--- src/rtl/usart_cfg.svh ---
`ifndef USART_CFG_SVH
`define USART_CFG_SVH

// Register byte addresses
`define REG_MODE          8'h04
`define REG_IRQ_SET       8'h08
`define REG_IRQ_CLR       8'h0C
`define REG_IRQ_MASK      8'h10
`define REG_STATUS        8'h14
`define REG_WPROT         8'hE4

// Mode register fields
`define MODE_WMASK        32'hF77FFFFF
`define MODE_RESET        32'h00000000
`define F_FILTER          28
`define F_LIMIT_HI        26
`define F_LIMIT_LO        24
`define F_VAR_SYNC        22
`define F_LIMIT_NACK      21
`define F_SUPPRESS_NACK   20
`define F_OVER            19
`define F_CLK_DRIVE       18
`define F_NINE_BIT        17
`define F_ORDER_POL       16
`define F_LOOP_HI         15
`define F_LOOP_LO         14
`define F_STOP_HI         13
`define F_STOP_LO         12
`define F_PAR_HI          11
`define F_PAR_LO          9
`define F_SYNC_PHA        8
`define F_CHAR_LENGTH_SELECT_HI         7
`define F_CHAR_LENGTH_SELECT_LO         6
`define F_CLKSRC_HI       5
`define F_CLKSRC_LO       4
`define F_OPMODE_HI       3
`define F_OPMODE_LO       0

// Interrupt mask fields and write-protect enable bit
`define IRQ_VALID         32'h3F1FF7E7
`define IRQ_LCODE         20
`define IRQ_LCODE_ALIAS   24
`define IRQ_REPEAT        10
`define WP_ENABLE_BIT     0

// Encodings
`define OPM_NORMAL        4'h0
`define OPM_RS485         4'h1
`define OPM_HANDSHAKE     4'h2
`define OPM_MODEM         4'h3
`define OPM_ISO_T0        4'h4
`define OPM_ISO_T1        4'h6
`define OPM_IRDA          4'h8
`define OPM_LIN_MASTER    4'hA
`define OPM_LIN_SLAVE     4'hB
`define OPM_SPI_MASTER    4'hE
`define OPM_SPI_SLAVE     4'hF
`define LOOP_NORMAL       2'h0
`define LOOP_ECHO         2'h1
`define LOOP_LOCAL        2'h2
`define LOOP_REMOTE       2'h3
`define CLKSRC_EXT        2'h3
`define CLKSRC_RSVD       2'h2
`define CHAR_BASE         4'h5
`define CHAR_NINE         4'h9
`define OVS_NORMAL        5'h10
`define OVS_FAST          5'h08
`define STOP_ONE_HALVES   3'h2
`define STOP_ONEHALF      3'h3
`define STOP_TWO_HALVES   3'h4

`endif

--- src/rtl/usart_pkg.sv ---
`default_nettype none
package usart_pkg;

   typedef enum logic [3:0] {
      OPM_NORMAL, OPM_RS485, OPM_HANDSHAKE, OPM_MODEM, OPM_ISO_T0, OPM_ISO_T1,
      OPM_IRDA, OPM_LIN_MASTER, OPM_LIN_SLAVE, OPM_SPI_MASTER, OPM_SPI_SLAVE,
      OPM_RESERVED
   } op_mode_t;

   typedef enum logic [2:0] {
      PAR_EVEN, PAR_ODD, PAR_SPACE, PAR_MARK, PAR_NONE, PAR_MULTIDROP
   } parity_t;

   typedef struct packed {
      logic       paddr_dummy;
      logic       psel;
      logic       penable;
      logic       pwrite;
      logic [7:0] paddr;
      logic [31:0] pwdata;
   } apb_req_t;

   typedef struct packed {
      op_mode_t   op_mode;
      logic [3:0] char_bits;
      logic       msb_first;
      parity_t    parity;
      logic [2:0] stop_halves;
      logic       sync_mode;
      logic       spi_phase;
      logic       spi_idle_high;
      logic [4:0] oversample;
      logic [1:0] clk_source;
      logic [1:0] loop_mode;
      logic       cfg_reserved;
   } line_cfg_t;

endpackage : usart_pkg
`default_nettype wire

--- src/rtl/usart_mode_irq.sv ---
// Behaviour
// - Filter enabled: 2-of-3 majority at 1/16 bit
// - T=0 limited: count errors, NACK until limit
// - Unlimited: NACK every parity error unless suppressed
// - Suppress set: never send NACK
// - Variable sync takes frame type from writes
// - Oversample 16x at zero, 8x at one
// - Drive clock pin when drive bit set, unless external source selected
// - Nine-bit, else 5 to 8 bits
// - Outside SPI: bit order select LSB/MSB
// - SPI: clock idle level follows polarity
// - SPI: phase picks change and sample edges
// - Loop field: normal, echo, local, remote
// - Stop bits 1, 1.5, 2, reserved codes
// - Parity even, odd, space, mark, none, multidrop
// - Outside SPI: sync bit picks async/sync
// - Clock source: peripheral, divided, external pin
// - Four-bit operating mode decode
// - Set register ones set mask bits
// - Clear register ones clear mask bits
// - Mask gates sources; mask read-only
// - Line-code bit aliased at 20 and 24
// - Mode writes ignored while write-protected
`include "usart_cfg.svh"
`default_nettype none
module usart_mode_irq (
   // Clock and reset
   input  wire logic                clk,
   input  wire logic                rstn,
   // APB slave
   input  wire usart_pkg::apb_req_t apb,
   output logic [31:0]              prdata,
   output logic                     pready,
   output logic                     pslverr,
   // Engine events and status
   input  wire logic [31:0]         status_flags,
   input  wire logic                clear_repeat,
   input  wire logic                char_done,
   input  wire logic                parity_err,
   input  wire logic                thr_write,
   input  wire logic                thr_sync_cmd,
   input  wire logic                sample_tick,
   input  wire logic                ser_clk,
   input  wire logic                tx_out,
   // Configuration to the engines
   output usart_pkg::line_cfg_t     line_cfg,
   output logic                     frame_sync_cmd,
   output logic                     receiver_in,
   // Pins
   input  wire logic                rxd_pin,
   output logic                     txd_pin,
   output logic                     clk_pin_o,
   output logic                     clk_pin_oe,
   output logic                     card_nack,
   // Interrupt request
   output logic                     irq
);
   logic [31:0] mode_q;
   logic [31:0] mask_q;
   logic        wprot_q;
   logic        repeat_reached_q;
   logic        thr_sync_q;
   logic        rx_filt;
   logic        limit_hit;
   logic        setup;
   logic        wr;
   logic        is_spi;
   logic [31:0] status_view;
   logic [31:0] mask_view;
   logic [31:0] rd_d;
   logic        err_d;
   usart_pkg::line_cfg_t cfg_d;

   // Line-code bit lives at one place and shows at both
   function automatic logic [31:0] alias_fold(input logic [31:0] v);
      logic [31:0] r;
      r = v & `IRQ_VALID;
      r[`IRQ_LCODE] = v[`IRQ_LCODE] | v[`IRQ_LCODE_ALIAS];
      r[`IRQ_LCODE_ALIAS] = 1'b0;
      return r;
   endfunction : alias_fold

   assign setup = apb.psel && !apb.penable;
   assign wr    = apb.psel && apb.penable && pready && apb.pwrite;

   // Answer always comes at the first access edge
   always_ff @(posedge clk or negedge rstn) begin
      if (!rstn) begin
         pready  <= 1'b0;
         prdata  <= 32'h00000000;
         pslverr <= 1'b0;
      end else begin
         pready  <= setup;
         prdata  <= setup && !apb.pwrite ? rd_d : 32'h00000000;
         pslverr <= setup && err_d;
      end
   end

   assign status_view = {status_flags[31:11], status_flags[10] | repeat_reached_q,
                         status_flags[9:0]};
   assign mask_view = {mask_q[31:25], mask_q[`IRQ_LCODE], mask_q[23:0]};

   always_comb begin
      rd_d  = 32'h00000000;
      err_d = 1'b0;
      case (apb.paddr)
         `REG_MODE:     rd_d = mode_q;
         `REG_IRQ_SET:  rd_d = 32'h00000000;
         `REG_IRQ_CLR:  rd_d = 32'h00000000;
         `REG_IRQ_MASK: rd_d = mask_view;
         `REG_STATUS:   rd_d = status_view;
         `REG_WPROT:    rd_d = {31'h00000000, wprot_q};
         default:       err_d = 1'b1;
      endcase
   end

   // Mode register, frozen under write protection
   always_ff @(posedge clk or negedge rstn) begin
      if (!rstn) begin
         mode_q <= `MODE_RESET;
      end else if (wr && apb.paddr == `REG_MODE && !wprot_q) begin
         mode_q <= apb.pwdata & `MODE_WMASK;
      end
   end

   always_ff @(posedge clk or negedge rstn) begin
      if (!rstn) begin
         wprot_q <= 1'b0;
      end else if (wr && apb.paddr == `REG_WPROT) begin
         wprot_q <= apb.pwdata[`WP_ENABLE_BIT];
      end
   end

   // Mask only moves through the set and clear registers
   always_ff @(posedge clk or negedge rstn) begin
      if (!rstn) begin
         mask_q <= 32'h00000000;
      end else if (wr && apb.paddr == `REG_IRQ_SET) begin
         mask_q <= mask_q | alias_fold(apb.pwdata);
      end else if (wr && apb.paddr == `REG_IRQ_CLR) begin
         mask_q <= mask_q & ~alias_fold(apb.pwdata);
      end
   end

   // Set wins over a clear in the same cycle
   always_ff @(posedge clk or negedge rstn) begin
      if (!rstn) begin
         repeat_reached_q <= 1'b0;
      end else if (limit_hit) begin
         repeat_reached_q <= 1'b1;
      end else if (clear_repeat) begin
         repeat_reached_q <= 1'b0;
      end
   end

   // Line-code source sits at the alias position of the status word
   always_ff @(posedge clk or negedge rstn) begin
      if (!rstn) begin
         irq <= 1'b0;
      end else begin
         irq <= |(status_view & mask_view & ~(32'h1 << `IRQ_LCODE));
      end
   end

   // Configuration decode
   always_comb begin
      cfg_d = '0;
      case (mode_q[`F_OPMODE_HI:`F_OPMODE_LO])
         `OPM_NORMAL:     cfg_d.op_mode = usart_pkg::OPM_NORMAL;
         `OPM_RS485:      cfg_d.op_mode = usart_pkg::OPM_RS485;
         `OPM_HANDSHAKE:  cfg_d.op_mode = usart_pkg::OPM_HANDSHAKE;
         `OPM_MODEM:      cfg_d.op_mode = usart_pkg::OPM_MODEM;
         `OPM_ISO_T0:     cfg_d.op_mode = usart_pkg::OPM_ISO_T0;
         `OPM_ISO_T1:     cfg_d.op_mode = usart_pkg::OPM_ISO_T1;
         `OPM_IRDA:       cfg_d.op_mode = usart_pkg::OPM_IRDA;
         `OPM_LIN_MASTER: cfg_d.op_mode = usart_pkg::OPM_LIN_MASTER;
         `OPM_LIN_SLAVE:  cfg_d.op_mode = usart_pkg::OPM_LIN_SLAVE;
         `OPM_SPI_MASTER: cfg_d.op_mode = usart_pkg::OPM_SPI_MASTER;
         `OPM_SPI_SLAVE:  cfg_d.op_mode = usart_pkg::OPM_SPI_SLAVE;
         default:         cfg_d.op_mode = usart_pkg::OPM_RESERVED;
      endcase
      cfg_d.char_bits = mode_q[`F_NINE_BIT] ? `CHAR_NINE
                        : `CHAR_BASE + {2'h0, mode_q[`F_CHAR_LENGTH_SELECT_HI:`F_CHAR_LENGTH_SELECT_LO]};
      cfg_d.msb_first = !is_spi && mode_q[`F_ORDER_POL];
      cfg_d.spi_idle_high = is_spi && mode_q[`F_ORDER_POL];
      cfg_d.spi_phase = is_spi && mode_q[`F_SYNC_PHA];
      cfg_d.sync_mode = !is_spi && mode_q[`F_SYNC_PHA];
      cfg_d.oversample = mode_q[`F_OVER] ? `OVS_FAST : `OVS_NORMAL;
      cfg_d.clk_source = mode_q[`F_CLKSRC_HI:`F_CLKSRC_LO];
      cfg_d.loop_mode = mode_q[`F_LOOP_HI:`F_LOOP_LO];
      case (mode_q[`F_PAR_HI:`F_PAR_LO])
         3'h0:    cfg_d.parity = usart_pkg::PAR_EVEN;
         3'h1:    cfg_d.parity = usart_pkg::PAR_ODD;
         3'h2:    cfg_d.parity = usart_pkg::PAR_SPACE;
         3'h3:    cfg_d.parity = usart_pkg::PAR_MARK;
         3'h4:    cfg_d.parity = usart_pkg::PAR_NONE;
         3'h5:    cfg_d.parity = usart_pkg::PAR_NONE;
         default: cfg_d.parity = usart_pkg::PAR_MULTIDROP;
      endcase
      // Reserved stop codes fall back to one stop bit and raise a flag
      case (mode_q[`F_STOP_HI:`F_STOP_LO])
         2'h0: cfg_d.stop_halves = `STOP_ONE_HALVES;
         2'h1: cfg_d.stop_halves = cfg_d.sync_mode ? `STOP_ONE_HALVES : `STOP_ONEHALF;
         2'h2: cfg_d.stop_halves = `STOP_TWO_HALVES;
         default: cfg_d.stop_halves = `STOP_ONE_HALVES;
      endcase
      cfg_d.cfg_reserved = (mode_q[`F_STOP_HI:`F_STOP_LO] == 2'h3)
                           || (mode_q[`F_STOP_HI:`F_STOP_LO] == 2'h1 && cfg_d.sync_mode)
                           || cfg_d.clk_source == `CLKSRC_RSVD
                           || cfg_d.op_mode == usart_pkg::OPM_RESERVED;
   end

   assign is_spi = mode_q[`F_OPMODE_HI:`F_OPMODE_LO] == `OPM_SPI_MASTER
                   || mode_q[`F_OPMODE_HI:`F_OPMODE_LO] == `OPM_SPI_SLAVE;

   always_ff @(posedge clk or negedge rstn) begin
      if (!rstn) begin
         line_cfg <= '0;
      end else begin
         line_cfg <= cfg_d;
      end
   end

   // Frame delimiter type
   always_ff @(posedge clk or negedge rstn) begin
      if (!rstn) begin
         thr_sync_q <= 1'b0;
      end else if (thr_write) begin
         thr_sync_q <= thr_sync_cmd;
      end
   end

   always_ff @(posedge clk or negedge rstn) begin
      if (!rstn) begin
         frame_sync_cmd <= 1'b0;
      end else begin
         frame_sync_cmd <= mode_q[`F_VAR_SYNC] ? thr_sync_q : mode_q[`F_SYNC_PHA];
      end
   end

   // Line routing; a local loopback keeps the pin idle high
   always_ff @(posedge clk or negedge rstn) begin
      if (!rstn) begin
         txd_pin     <= 1'b1;
         receiver_in <= 1'b1;
      end else begin
         case (mode_q[`F_LOOP_HI:`F_LOOP_LO])
            `LOOP_ECHO: begin
               txd_pin     <= rx_filt;
               receiver_in <= rx_filt;
            end
            `LOOP_LOCAL: begin
               txd_pin     <= 1'b1;
               receiver_in <= tx_out;
            end
            `LOOP_REMOTE: begin
               txd_pin     <= rxd_pin;
               receiver_in <= 1'b1;
            end
            default: begin
               txd_pin     <= tx_out;
               receiver_in <= rx_filt;
            end
         endcase
      end
   end

   // Generator clock rests low, so the polarity sets the idle level
   always_ff @(posedge clk or negedge rstn) begin
      if (!rstn) begin
         clk_pin_o  <= 1'b0;
         clk_pin_oe <= 1'b0;
      end else begin
         clk_pin_o  <= ser_clk ^ (is_spi && mode_q[`F_ORDER_POL]);
         clk_pin_oe <= mode_q[`F_CLK_DRIVE]
                       && mode_q[`F_CLKSRC_HI:`F_CLKSRC_LO] != `CLKSRC_EXT;
      end
   end

   rx_majority_filter u_filter (
      .clk         (clk),
      .rstn        (rstn),
      .enable      (mode_q[`F_FILTER]),
      .sample_tick (sample_tick),
      .rx_in       (rxd_pin),
      .rx_out      (rx_filt)
   );

   card_nack_ctrl u_nack (
      .clk               (clk),
      .rstn              (rstn),
      .iso_mode          (mode_q[`F_OPMODE_HI:`F_OPMODE_LO] == `OPM_ISO_T0
                          || mode_q[`F_OPMODE_HI:`F_OPMODE_LO] == `OPM_ISO_T1),
      .t0_mode           (mode_q[`F_OPMODE_HI:`F_OPMODE_LO] == `OPM_ISO_T0),
      .limit_repeat_nack (mode_q[`F_LIMIT_NACK]),
      .suppress_nack     (mode_q[`F_SUPPRESS_NACK]),
      .repeat_limit      (mode_q[`F_LIMIT_HI:`F_LIMIT_LO]),
      .char_done         (char_done),
      .parity_err        (parity_err),
      .nack_drive        (card_nack),
      .limit_hit         (limit_hit)
   );
endmodule : usart_mode_irq
`default_nettype wire

--- src/rtl/rx_majority_filter.sv ---
`default_nettype none
module rx_majority_filter (
   // Clock and reset
   input  wire logic clk,
   input  wire logic rstn,
   // Control
   input  wire logic enable,
   input  wire logic sample_tick,
   // Line
   input  wire logic rx_in,
   output logic      rx_out
);
   logic [2:0] hist_q;

   // Idle line is high, so the history starts there
   always_ff @(posedge clk or negedge rstn) begin
      if (!rstn) begin
         hist_q <= 3'h7;
      end else if (sample_tick) begin
         hist_q <= {hist_q[1:0], rx_in};
      end
   end

   always_ff @(posedge clk or negedge rstn) begin
      if (!rstn) begin
         rx_out <= 1'b1;
      end else if (enable) begin
         rx_out <= (hist_q[0] & hist_q[1]) | (hist_q[1] & hist_q[2])
                   | (hist_q[0] & hist_q[2]);
      end else begin
         rx_out <= rx_in;
      end
   end
endmodule : rx_majority_filter
`default_nettype wire

--- src/rtl/card_nack_ctrl.sv ---
`default_nettype none
module card_nack_ctrl (
   // Clock and reset
   input  wire logic       clk,
   input  wire logic       rstn,
   // Settings
   input  wire logic       iso_mode,
   input  wire logic       t0_mode,
   input  wire logic       limit_repeat_nack,
   input  wire logic       suppress_nack,
   input  wire logic [2:0] repeat_limit,
   // Receiver events
   input  wire logic       char_done,
   input  wire logic       parity_err,
   // Results
   output logic            nack_drive,
   output logic            limit_hit
);
   logic [2:0] errs_q;
   logic       limited;

   assign limited = t0_mode && limit_repeat_nack;

   // A clean character ends the run of successive errors
   always_ff @(posedge clk or negedge rstn) begin
      if (!rstn) begin
         errs_q <= 3'h0;
      end else if (char_done && !parity_err) begin
         errs_q <= 3'h0;
      end else if (char_done && limited && errs_q < repeat_limit) begin
         errs_q <= errs_q + 3'h1;
      end
   end

   always_ff @(posedge clk or negedge rstn) begin
      if (!rstn) begin
         nack_drive <= 1'b0;
         limit_hit  <= 1'b0;
      end else begin
         nack_drive <= char_done && parity_err && iso_mode && !suppress_nack
                       && (!limited || errs_q < repeat_limit);
         limit_hit  <= char_done && parity_err && limited
                       && ({1'b0, errs_q} + 4'h1 >= {1'b0, repeat_limit});
      end
   end
endmodule : card_nack_ctrl
`default_nettype wire

--- config.mk ---
export PLATFORM = sky130hd
export DESIGN_NAME = usart_mode_irq
export DESIGN_NICKNAME = d
export VERILOG_FILES = /design/src/rtl/usart_pkg.sv /design/src/rtl/usart_mode_irq.sv /design/src/rtl/rx_majority_filter.sv /design/src/rtl/card_nack_ctrl.sv
export VERILOG_INCLUDE_DIRS = /design/src /design/src/rtl
export SDC_FILE = /design/constraint.sdc
export NUM_CORES = 1
export LEC_CHECK = 0
export ABC_AREA = 1
export BUFFER_PORTS_ARGS = -buffer_cell sky130_fd_sc_hd__buf_2
export CAP_MARGIN = 20
export CORE_ASPECT_RATIO = 1.75
export CORE_MARGIN = 5
export CORE_UTILIZATION = 57
export DETAILED_ROUTE_END_ITERATION = 8
export GPL_TIMING_DRIVEN = 0
export PLACE_DENSITY = 0.85
export SLEW_MARGIN = 0
export SYNTH_ARGS = -nofsm -noshare
export SYNTH_HDL_FRONTEND = slang
export SYNTH_SLANG_ARGS = --single-unit
--- constraint.sdc ---
create_clock -name clk -period 2.4 [get_ports clk]
set_input_delay 0.36 -clock clk [delete_from_list [all_inputs] [get_ports clk]]
set_output_delay 0.36 -clock clk [all_outputs]
set_load 0.03 [all_outputs]
==> impl_summary.txt, run 1 <==
----------------------------------------------------
[Yosys]
  Area fraction of the dominant cell type after synthesis ... 50.7%
  Post-synthesis instance total ... 749
  Number of synthesis warnings ... 0
  Synth Area per Inst ... 8.17 µm²
  Primary FF master, synth ... sky130_fd_sc_hd__dfrtp_1
  Count of state elements after synthesis ... 130
  Sequential-to-total area share from yosys stat ... 53.3%
  Post-synth ARST share ... 100%
  Cell accounting for the most synthesized area ... sky130_fd_sc_hd__dfrtp_1
  Most area-consuming cells after synthesis ... sky130_fd_sc_hd__dfrtp_1 51%, sky130_fd_sc_hd__nand2_1 9.7%, sky130_fd_sc_hd__nand3_1 7.7%
  Count of flip-flops with a built-in enable after synthesis ... 0
  Library cells used by synthesis ... 32
  Netlist area before placement ... 6120 µm²

[Timing]
  Hold violation count in the final report ... 0
  Final max-slew violation count ... 0
  Worst-case setup margin in the final layout ... 759 ps
  Max_slew headroom ... 66.1%
  Measured slew at the worst slew-check pin ... 508 ps
  Post-route fraction of the period consumed by the critical path ... 68.4%
  Highest Clock Rate ... 609 MHz
  Total Neg Setup Slack ... 0 ps
  Endpoints failing setup ... 0
  Unrepaired setup endpoints after global routing ... no
  Min cycle time layout ... 1640 ps
  Final Skew ... 5.80 ps

[Critical path]
  Maximum cell stage delay along the critical path ... 340 ps
  Worst EP arrival ... 1970 ps
  Kind of launch point of the worst setup path ... flip-flop
  Worst-path maximum fanout ... 10
  Depth of the worst register-to-register path ... 5
  Number of gates on the worst path with buffers counted ... 5
  Cell-by-cell listing of the critical path ... nand2_1 -> nor2_2 -> nand3_1 -> clkbuf_1 -> o21ai_0
  Required time of the critical path ... 2730 ps
  Crit path max-delay family ... simple AND/OR/NAND/NOR gates
  Number of buffer and inverter stages on the critical path ... 1
  Sort of element at the end of the critical path ... flip-flop
  Startpoint-to-endpoint class of the critical path ... flip-flop to flip-flop
  Slowest library cell on the worst path ... sky130_fd_sc_hd__dfrtp_1

[Clock network]
  Clock insertion delay at the later pin of the skew report ... 430 ps
  CTS tree ... yes
  CTS root buffer ... sky130_fd_sc_hd__clkbuf_16
  Sink Count ... 130
  CTS HTree Levels ... 4
  Maximum clock path buffer count ... 2
  Clock transition at the registers of the reported paths ... 60 ps
  CTS Buf Count ... 17
  Setup Fix Bufs, Post-CTS ... 0

[Routing]
  Routed wire length ... 18.8 mm
  Total via count in the routed design ... 5948
  Number of iterations in the first detailed-routing pass ... 6
  Mean routed wirelength per cell ... 17.6 µm
  Vias per std cell ... 5.56
  Iteration-0 DRC count of the detailed router ... 562
  Number of routed nets with antenna violations ... 0
  Number of design rule violations left after detail routing ... 0

[Floorplan]
  Die Height ... 147 µm
  Floorplan row count ... 50
  Core Box Area ... 10600 µm²
  Die outline width ... 88.3 µm
  Starting utilization of the core area ... 57.5%
  DIE AREA ... 13000 µm²
  IO Count ... 156

[Cells and area]
  Fraction of layout cells with a size suffix above 1 ... 25.7%
  Final core utilization ... 72.7%
  Post-layout instance area ... 7740 µm²
  Synth-to-layout area growth ... 26.4%
  Post-layout nets ... 1025

[Placement]
  Port buffer count ... 150
  Routability congestion estimate ... 0.928
  Placed inst area ... 7070 µm²
  Half-perimeter wire length of the detailed placement result ... 12.9 mm
  Minimum setup slack after placement ... 713 ps

[GRT]
  Number of antenna violations at the first check in global routing ... 4
  Via count of the first global-routing pass ... 5963
  Largest net degree at the start of global routing ... 80
  Overall overflow remaining after global route ... 0
  Total GRT Usage ... 30.4%
  First-pass GRT wire length ... 29.6 mm

[Min path]
  Hold Path Stages ... 2
  Worst Hold Class ... input pin to flip-flop

[Pwr]
  Largest voltage drop on the vdd net ... 0.619 mV
  Leak ... 4.16 nW
  Total power after layout ... 5.28 mW
  Power Dens Cells ... 683 nW/µm²

[Status]
  Outcome ... completed

[Job]
  Max-capacitance violation count ... 0

----------------------------------------------------
[report_power, final]
group          internal, mW  leakage [nW]  total (mW)  switching, mW
Combinational        0.0898          2.09       0.253          0.164
Sequential             2.21          1.76        2.22        0.00707
Clock                  1.78         0.300        2.81           1.03
Total                  4.08          4.16        5.28           1.20
[cell type report]
type                    count  area [µm²]
multi-input cells         482        2280
well taps                 130         163
clock buffers              18         439
inverters                 106         398
clock inverters            14         203
diodes                      4        10.0
fillers                   775        2900
repair buffers            152         795
flip-flops and latches    130        3260
plain buffers              33         186
[stage by stage]
| stage | cells | hold WS (ps) |
|---|---|---|
| 4_1_cts | 1065 | 112 |
| 3_3_place_gp | 1031 | 413 |
| 5_1_grt | 1068 | 111 |
| 6_report | 1069 | 111 |
| 2_1_floorplan | 751 | 64.4 |
| 3_5_place_dp | 1032 | 343 |
[cell usage in the layout, fill, tap and decap left out, drive strengths merged, types with 3 or more instances in the layout]
cell and n:
conb 3, bufinv 4, a21oi 8, o21ai 63, clkinv 3, ha 16
nor3 5, buf 182, inv 109, nand3 94, diode 4, clkbuf 20
dfstp 6, nand2 160, dfrtp 124, clkinvlp 4, nor2 111, nand4 8
[worst paths after layout]
path	startpoint	endpoint	slack (ps)
max	pready$_DFF_PN0_	flip-flop	760
min	ser_clk	clk_pin_o$_DFF_PN0_	110
max reg2reg	pready$_DFF_PN0_	flip-flop	760
min reg2reg	u_nack.limit_hit$_DFF_PN0_	repeat_reached_q$_DFFE_PN0P_	440
max in group asynchronous	rstn	mode_q[8]$_DFFE_PN0P_	1220
min in group asynchronous	rstn	line_cfg[12]$_DFF_PN0_	450
[synth_stat cells, types with 3 or more instances]
master	n
sky130_fd_sc_hd__a21oi_1	8
sky130_fd_sc_hd__buf_2	23
sky130_fd_sc_hd__buf_4	7
sky130_fd_sc_hd__dfrtp_1	124
sky130_fd_sc_hd__dfstp_2	6
sky130_fd_sc_hd__ha_1	16
sky130_fd_sc_hd__inv_1	100
sky130_fd_sc_hd__inv_2	6
sky130_fd_sc_hd__nand2_1	158
sky130_fd_sc_hd__nand3_1	94
sky130_fd_sc_hd__nand4_1	8
sky130_fd_sc_hd__nor2_1	103
sky130_fd_sc_hd__nor2_2	5
sky130_fd_sc_hd__nor2_4	3
sky130_fd_sc_hd__nor3_1	5
sky130_fd_sc_hd__o21ai_0	25
sky130_fd_sc_hd__o21ai_1	38
[what timing repair did]
item / in CTS / in global routing
hold buffers: 1 / 0
hold endpoints to repair: 45 / 0
resized for setup: 0 / 0
setup endpoints to repair: 0 / 0
[metal layers]
layer  vias up  wire [µm]  global-route usage (%)
met5         -         13                       0
met4         2       1470                    23.1
met3       111       1800                    8.19
met2       396       9370                    48.3
met1      2736       6180                    33.7
li1       2703          -                       -
[cells by family (layout without fill, tap and decap cells)]
group | count (synthesis) | count (layout) | share of synthesized area [%]
other | 1 | 7 | 0.0613
XOR/XNOR | 2 | 2 | 0.286
AND/OR/NAND/NOR | 381 | 381 | 26.5
AO/OA/AOI/OAI | 78 | 78 | 6.67
multiplexers | 2 | 2 | 0.368
flip-flops | 130 | 130 | 53.3
buffers and inverters | 139 | 323 | 9.55
adder cells (fa/ha/maj) | 16 | 16 | 3.27
No activity file was read; power rests on OpenSTA's default activity.
==> inputs of run 2 (changes only) <==
--- a/config.mk
+++ b/config.mk
@@ -11,10 +11,10 @@
 export CAP_MARGIN = 20
 export CORE_ASPECT_RATIO = 1.75
 export CORE_MARGIN = 5
-export CORE_UTILIZATION = 57
+export CORE_UTILIZATION = 48
 export DETAILED_ROUTE_END_ITERATION = 8
 export GPL_TIMING_DRIVEN = 0
-export PLACE_DENSITY = 0.85
+export PLACE_DENSITY = 0.76
 export SLEW_MARGIN = 0
 export SYNTH_ARGS = -nofsm -noshare
 export SYNTH_HDL_FRONTEND = slang
==> constraint.sdc (replaced) <==
create_clock -name clk -period 1.35 [get_ports clk]
set_input_delay 0.2025 -clock clk [delete_from_list [all_inputs] [get_ports clk]]
set_output_delay 0.2025 -clock clk [all_outputs]
set_load 0.03 [all_outputs]
==> run 2 against run 1 <==
Effect of this change: the run now ends with negative setup slack left; cell count rose by 6.4%; clock power rose by 75%; cell area grew 8.8%; critical path type unchanged; largest cell class unchanged.
==> impl_summary.txt, run 2 (synthesized netlist as in run 1, its figures left out) <==
----------------------------------------------------
[Status]
  Outcome ... finished, violations left (was completed)
  Violations in the final reports ... negative setup slack

[Routing]
  Vias per std cell ... 5.21 (was 5.56)
  Mean routed wirelength per cell ... 17.5 µm (was 17.6 µm)
  Routed wire length ... 19.9 mm (was 18.8 mm)
  Iteration-0 DRC count of the detailed router ... 512 (was 562)
  Total via count in the routed design ... 5927 (was 5948)
  Number of design rule violations left after detail routing ... 0 (unchanged)
  Number of routed nets with antenna violations ... 0 (unchanged)
  Number of iterations in the first detailed-routing pass ... 5 (was 6)

[Placement]
  Half-perimeter wire length of the detailed placement result ... 13.4 mm (was 12.9 mm)
  Port buffer count ... 150 (unchanged)
  Routability congestion estimate ... 0.930 (was 0.928)
  Placed inst area ... 7120 µm² (was 7070 µm²)

[Timing]
  Post-route fraction of the period consumed by the critical path ... 104% (was 68.4%)
  Highest Clock Rate ... 714 MHz (was 609 MHz)
  Endpoints failing setup ... 7 (was 0)
  Unrepaired setup endpoints after global routing ... yes (was no)
  Final max-slew violation count ... 0 (unchanged)
  Tightest hold margin ... 14.1 ps (was 111 ps)
  Min cycle time layout ... 1400 ps (was 1640 ps)
  Worst-case setup margin in the final layout ... -51.4 ps (was 759 ps)
  Hold violation count in the final report ... 0 (unchanged)
  Final Skew ... 7.57 ps (was 5.80 ps)

[Critical path]
  Reg2Reg Setup Slack ... -50 ps (was 760 ps)
  Worst EP arrival ... 1710 ps (was 1970 ps)
  Startpoint-to-endpoint class of the critical path ... flip-flop to flip-flop (unchanged)
  Timing endpoint of the critical path ... u_nack.limit_hit$_DFF_PN0_
  Kind of launch point of the worst setup path ... flip-flop (unchanged)
  Reg-to-reg critical path endpoint ... u_nack.limit_hit$_DFF_PN0_
  Startpoint of the lowest-slack register-to-register path ... u_nack.errs_q[1]$_DFFE_PN0P_ (was pready$_DFF_PN0_)
  Sort of element at the end of the critical path ... flip-flop (unchanged)
  Required time of the critical path ... 1660 ps (was 2730 ps)
  CP Launch Point ... u_nack.errs_q[1]$_DFFE_PN0P_ (was pready$_DFF_PN0_)
  Worst-path maximum fanout ... 3 (was 10)
  Depth of the worst register-to-register path ... 7 (was 5)

[Cells and area]
  Fraction of layout cells with a size suffix above 1 ... 34.5% (was 25.7%)
  Commonest non-fill, non-tap cells in the layout ... 163 x sky130_fd_sc_hd__buf_2, 130 x sky130_fd_sc_hd__nand2_1, 119 x sky130_fd_sc_hd__dfrtp_1 (was 172 x sky130_fd_sc_hd__buf_2, 158 x sky130_fd_sc_hd__nand2_1, 124 x sky130_fd_sc_hd__dfrtp_1)
  Post-layout nets ... 1052 (was 1025)
  Final core utilization ... 67.3% (was 72.7%)
  Post-layout instance area ... 8420 µm² (was 7740 µm²)
  Leading cell type in the layout, fill and taps excluded ... sky130_fd_sc_hd__buf_2 (unchanged)
  Synth-to-layout area growth ... 37.6% (was 26.4%)

[Pwr]
  Largest voltage drop on the vdd net ... 0.895 mV (was 0.619 mV)
  Total power after layout ... 9.34 mW (was 5.28 mW)
  Switching part of the total ... 22.7% (was 22.8%)
  Clk network pwr share ... 52.8% (was 53.2%)
  Flop pwr share ... 42.2% (was 42.0%)
  Leak ... 4.40 nW (was 4.16 nW)
  Power Dens Cells ... 1110 nW/µm² (was 683 nW/µm²)
  Net switching power ... 2.12 mW (was 1.20 mW)
  Design internal power ... 7.22 mW (was 4.08 mW)
  Fraction of power consumed by combinational cells ... 5.0% (was 4.8%)

[Floorplan]
  Die outline width ... 95.4 µm (was 88.3 µm)
  DIE AREA ... 15200 µm² (was 13000 µm²)
  Die Height ... 159 µm (was 147 µm)
  Floorplan row count ... 54 (was 50)
  IO Count ... 156 (unchanged)
  Starting utilization of the core area ... 49.0% (was 57.5%)
  Core Box Area ... 12500 µm² (was 10600 µm²)

[Clock network]
  CTS root buffer ... sky130_fd_sc_hd__clkbuf_16 (unchanged)
  Maximum clock path buffer count ... 2 (unchanged)
  CTS HTree Levels ... 4 (unchanged)
  CTS Buf Count ... 17 (unchanged)
  CTS tree ... yes (unchanged)
  Sink Count ... 130 (unchanged)
  Clock transition at the registers of the reported paths ... 60 ps (about the same)
  Clock insertion delay at the later pin of the skew report ... 420 ps (was 430 ps)

[GRT]
  M2 GR Usage ... 43.6% (was 48.3%)
  Met3 Resource Use GR ... 5.01% (was 8.19%)
  Busiest metal layer after global routing ... met2 (unchanged)
  Number of antenna violations at the first check in global routing ... 8 (was 4)
  Total GRT Usage ... 25.8% (was 30.4%)
  Largest net degree at the start of global routing ... 75 (was 80)
  Overall overflow remaining after global route ... 0 (unchanged)
  GRT met1 Usage ... 28.0% (was 33.7%)
  First-pass GRT wire length ... 29.4 mm (was 29.6 mm)
  Via count of the first global-routing pass ... 5747 (was 5963)

[Job]
  Max-capacitance violation count ... 0 (unchanged)

[Min path]
  Worst Hold Class ... input pin to flip-flop (unchanged)

----------------------------------------------------
-- run 2: layout make-up --
cell class,count,area (µm²)
inverters,106,398
clock inverters,14,201
plain buffers,33,258
well taps,168,210
multi-input cells,482,2560
fillers,978,4080
flip-flops and latches,130,3270
clock buffers,18,429
diodes,7,17.5
repair buffers,179,1080
-- run 2: metal layers --
| metal | part of all wire, % | routed length, µm |
|---|---|---|
| met5 | 0.035 | 7 |
| met2 | 52 | 10400 |
| met3 | 7.8 | 1550 |
| met4 | 6.6 | 1310 |
| met1 | 34 | 6720 |
-- run 2: per-stage QoR --
step           setup TNS (ps)  std cells  setup slack, ps
2_1_floorplan           -40.9        751            -40.9
3_3_place_gp          -212140       1069            -1800
3_5_place_dp           -12200       1070             -272
4_1_cts                  -168       1121            -36.4
5_1_grt                 -1800       1137             -144
6_report                 -215       1137            -51.4
-- run 2: repair_timing --
action                                  4_1_cts  5_1_grt
endpoints found under the setup margin       61       55
hold buffers                                  5        0
hold endpoints to repair                     60        0
gates resized for setup                      34       85
pin swaps                                    17       11
gates cloned                                  0        3
buffers inserted                             14        6
-- run 2: critical path, stage by stage, from the launching register on --
cell and delay [ps]:
sky130_fd_sc_hd__dfrtp_1 430, sky130_fd_sc_hd__ha_4 190, sky130_fd_sc_hd__xnor2_2 140, sky130_fd_sc_hd__inv_2 60
sky130_fd_sc_hd__ha_2 160, sky130_fd_sc_hd__a31o_2 210, sky130_fd_sc_hd__inv_2 40, sky130_fd_sc_hd__a21oi_1 50
-- run 2: worst min path at each step --
stage            startpoint                      to  slack, ps  depth (start not counted)
4_1_cts        thr_sync_cmd  thr_sync_q$_DFFE_PN0P_         10                          2
3_5_place_dp           rstn   line_cfg[1]$_DFF_PN0_        180                          1
5_1_grt        thr_sync_cmd  thr_sync_q$_DFFE_PN0P_         10                          2
3_3_place_gp        ser_clk     clk_pin_o$_DFF_PN0_        390                          2
2_1_floorplan          rstn               async pin        -90                          0
6_report            apb[31]  mode_q[31]$_DFFE_PN0P_         10                          3
-- run 2: power groups by stage --
stage | combinational (mW) | sequential [mW] | clock (mW)
final | 0.471 | 3.94 | 4.93
after floorplan | 0.142 | 4.03 | 0
after detailed placement | 0.444 | 4.01 | 0
after global routing | 0.520 | 3.94 | 5.14
after CTS | 0.459 | 3.94 | 4.97
after global placement | 0.426 | 4.01 | 0
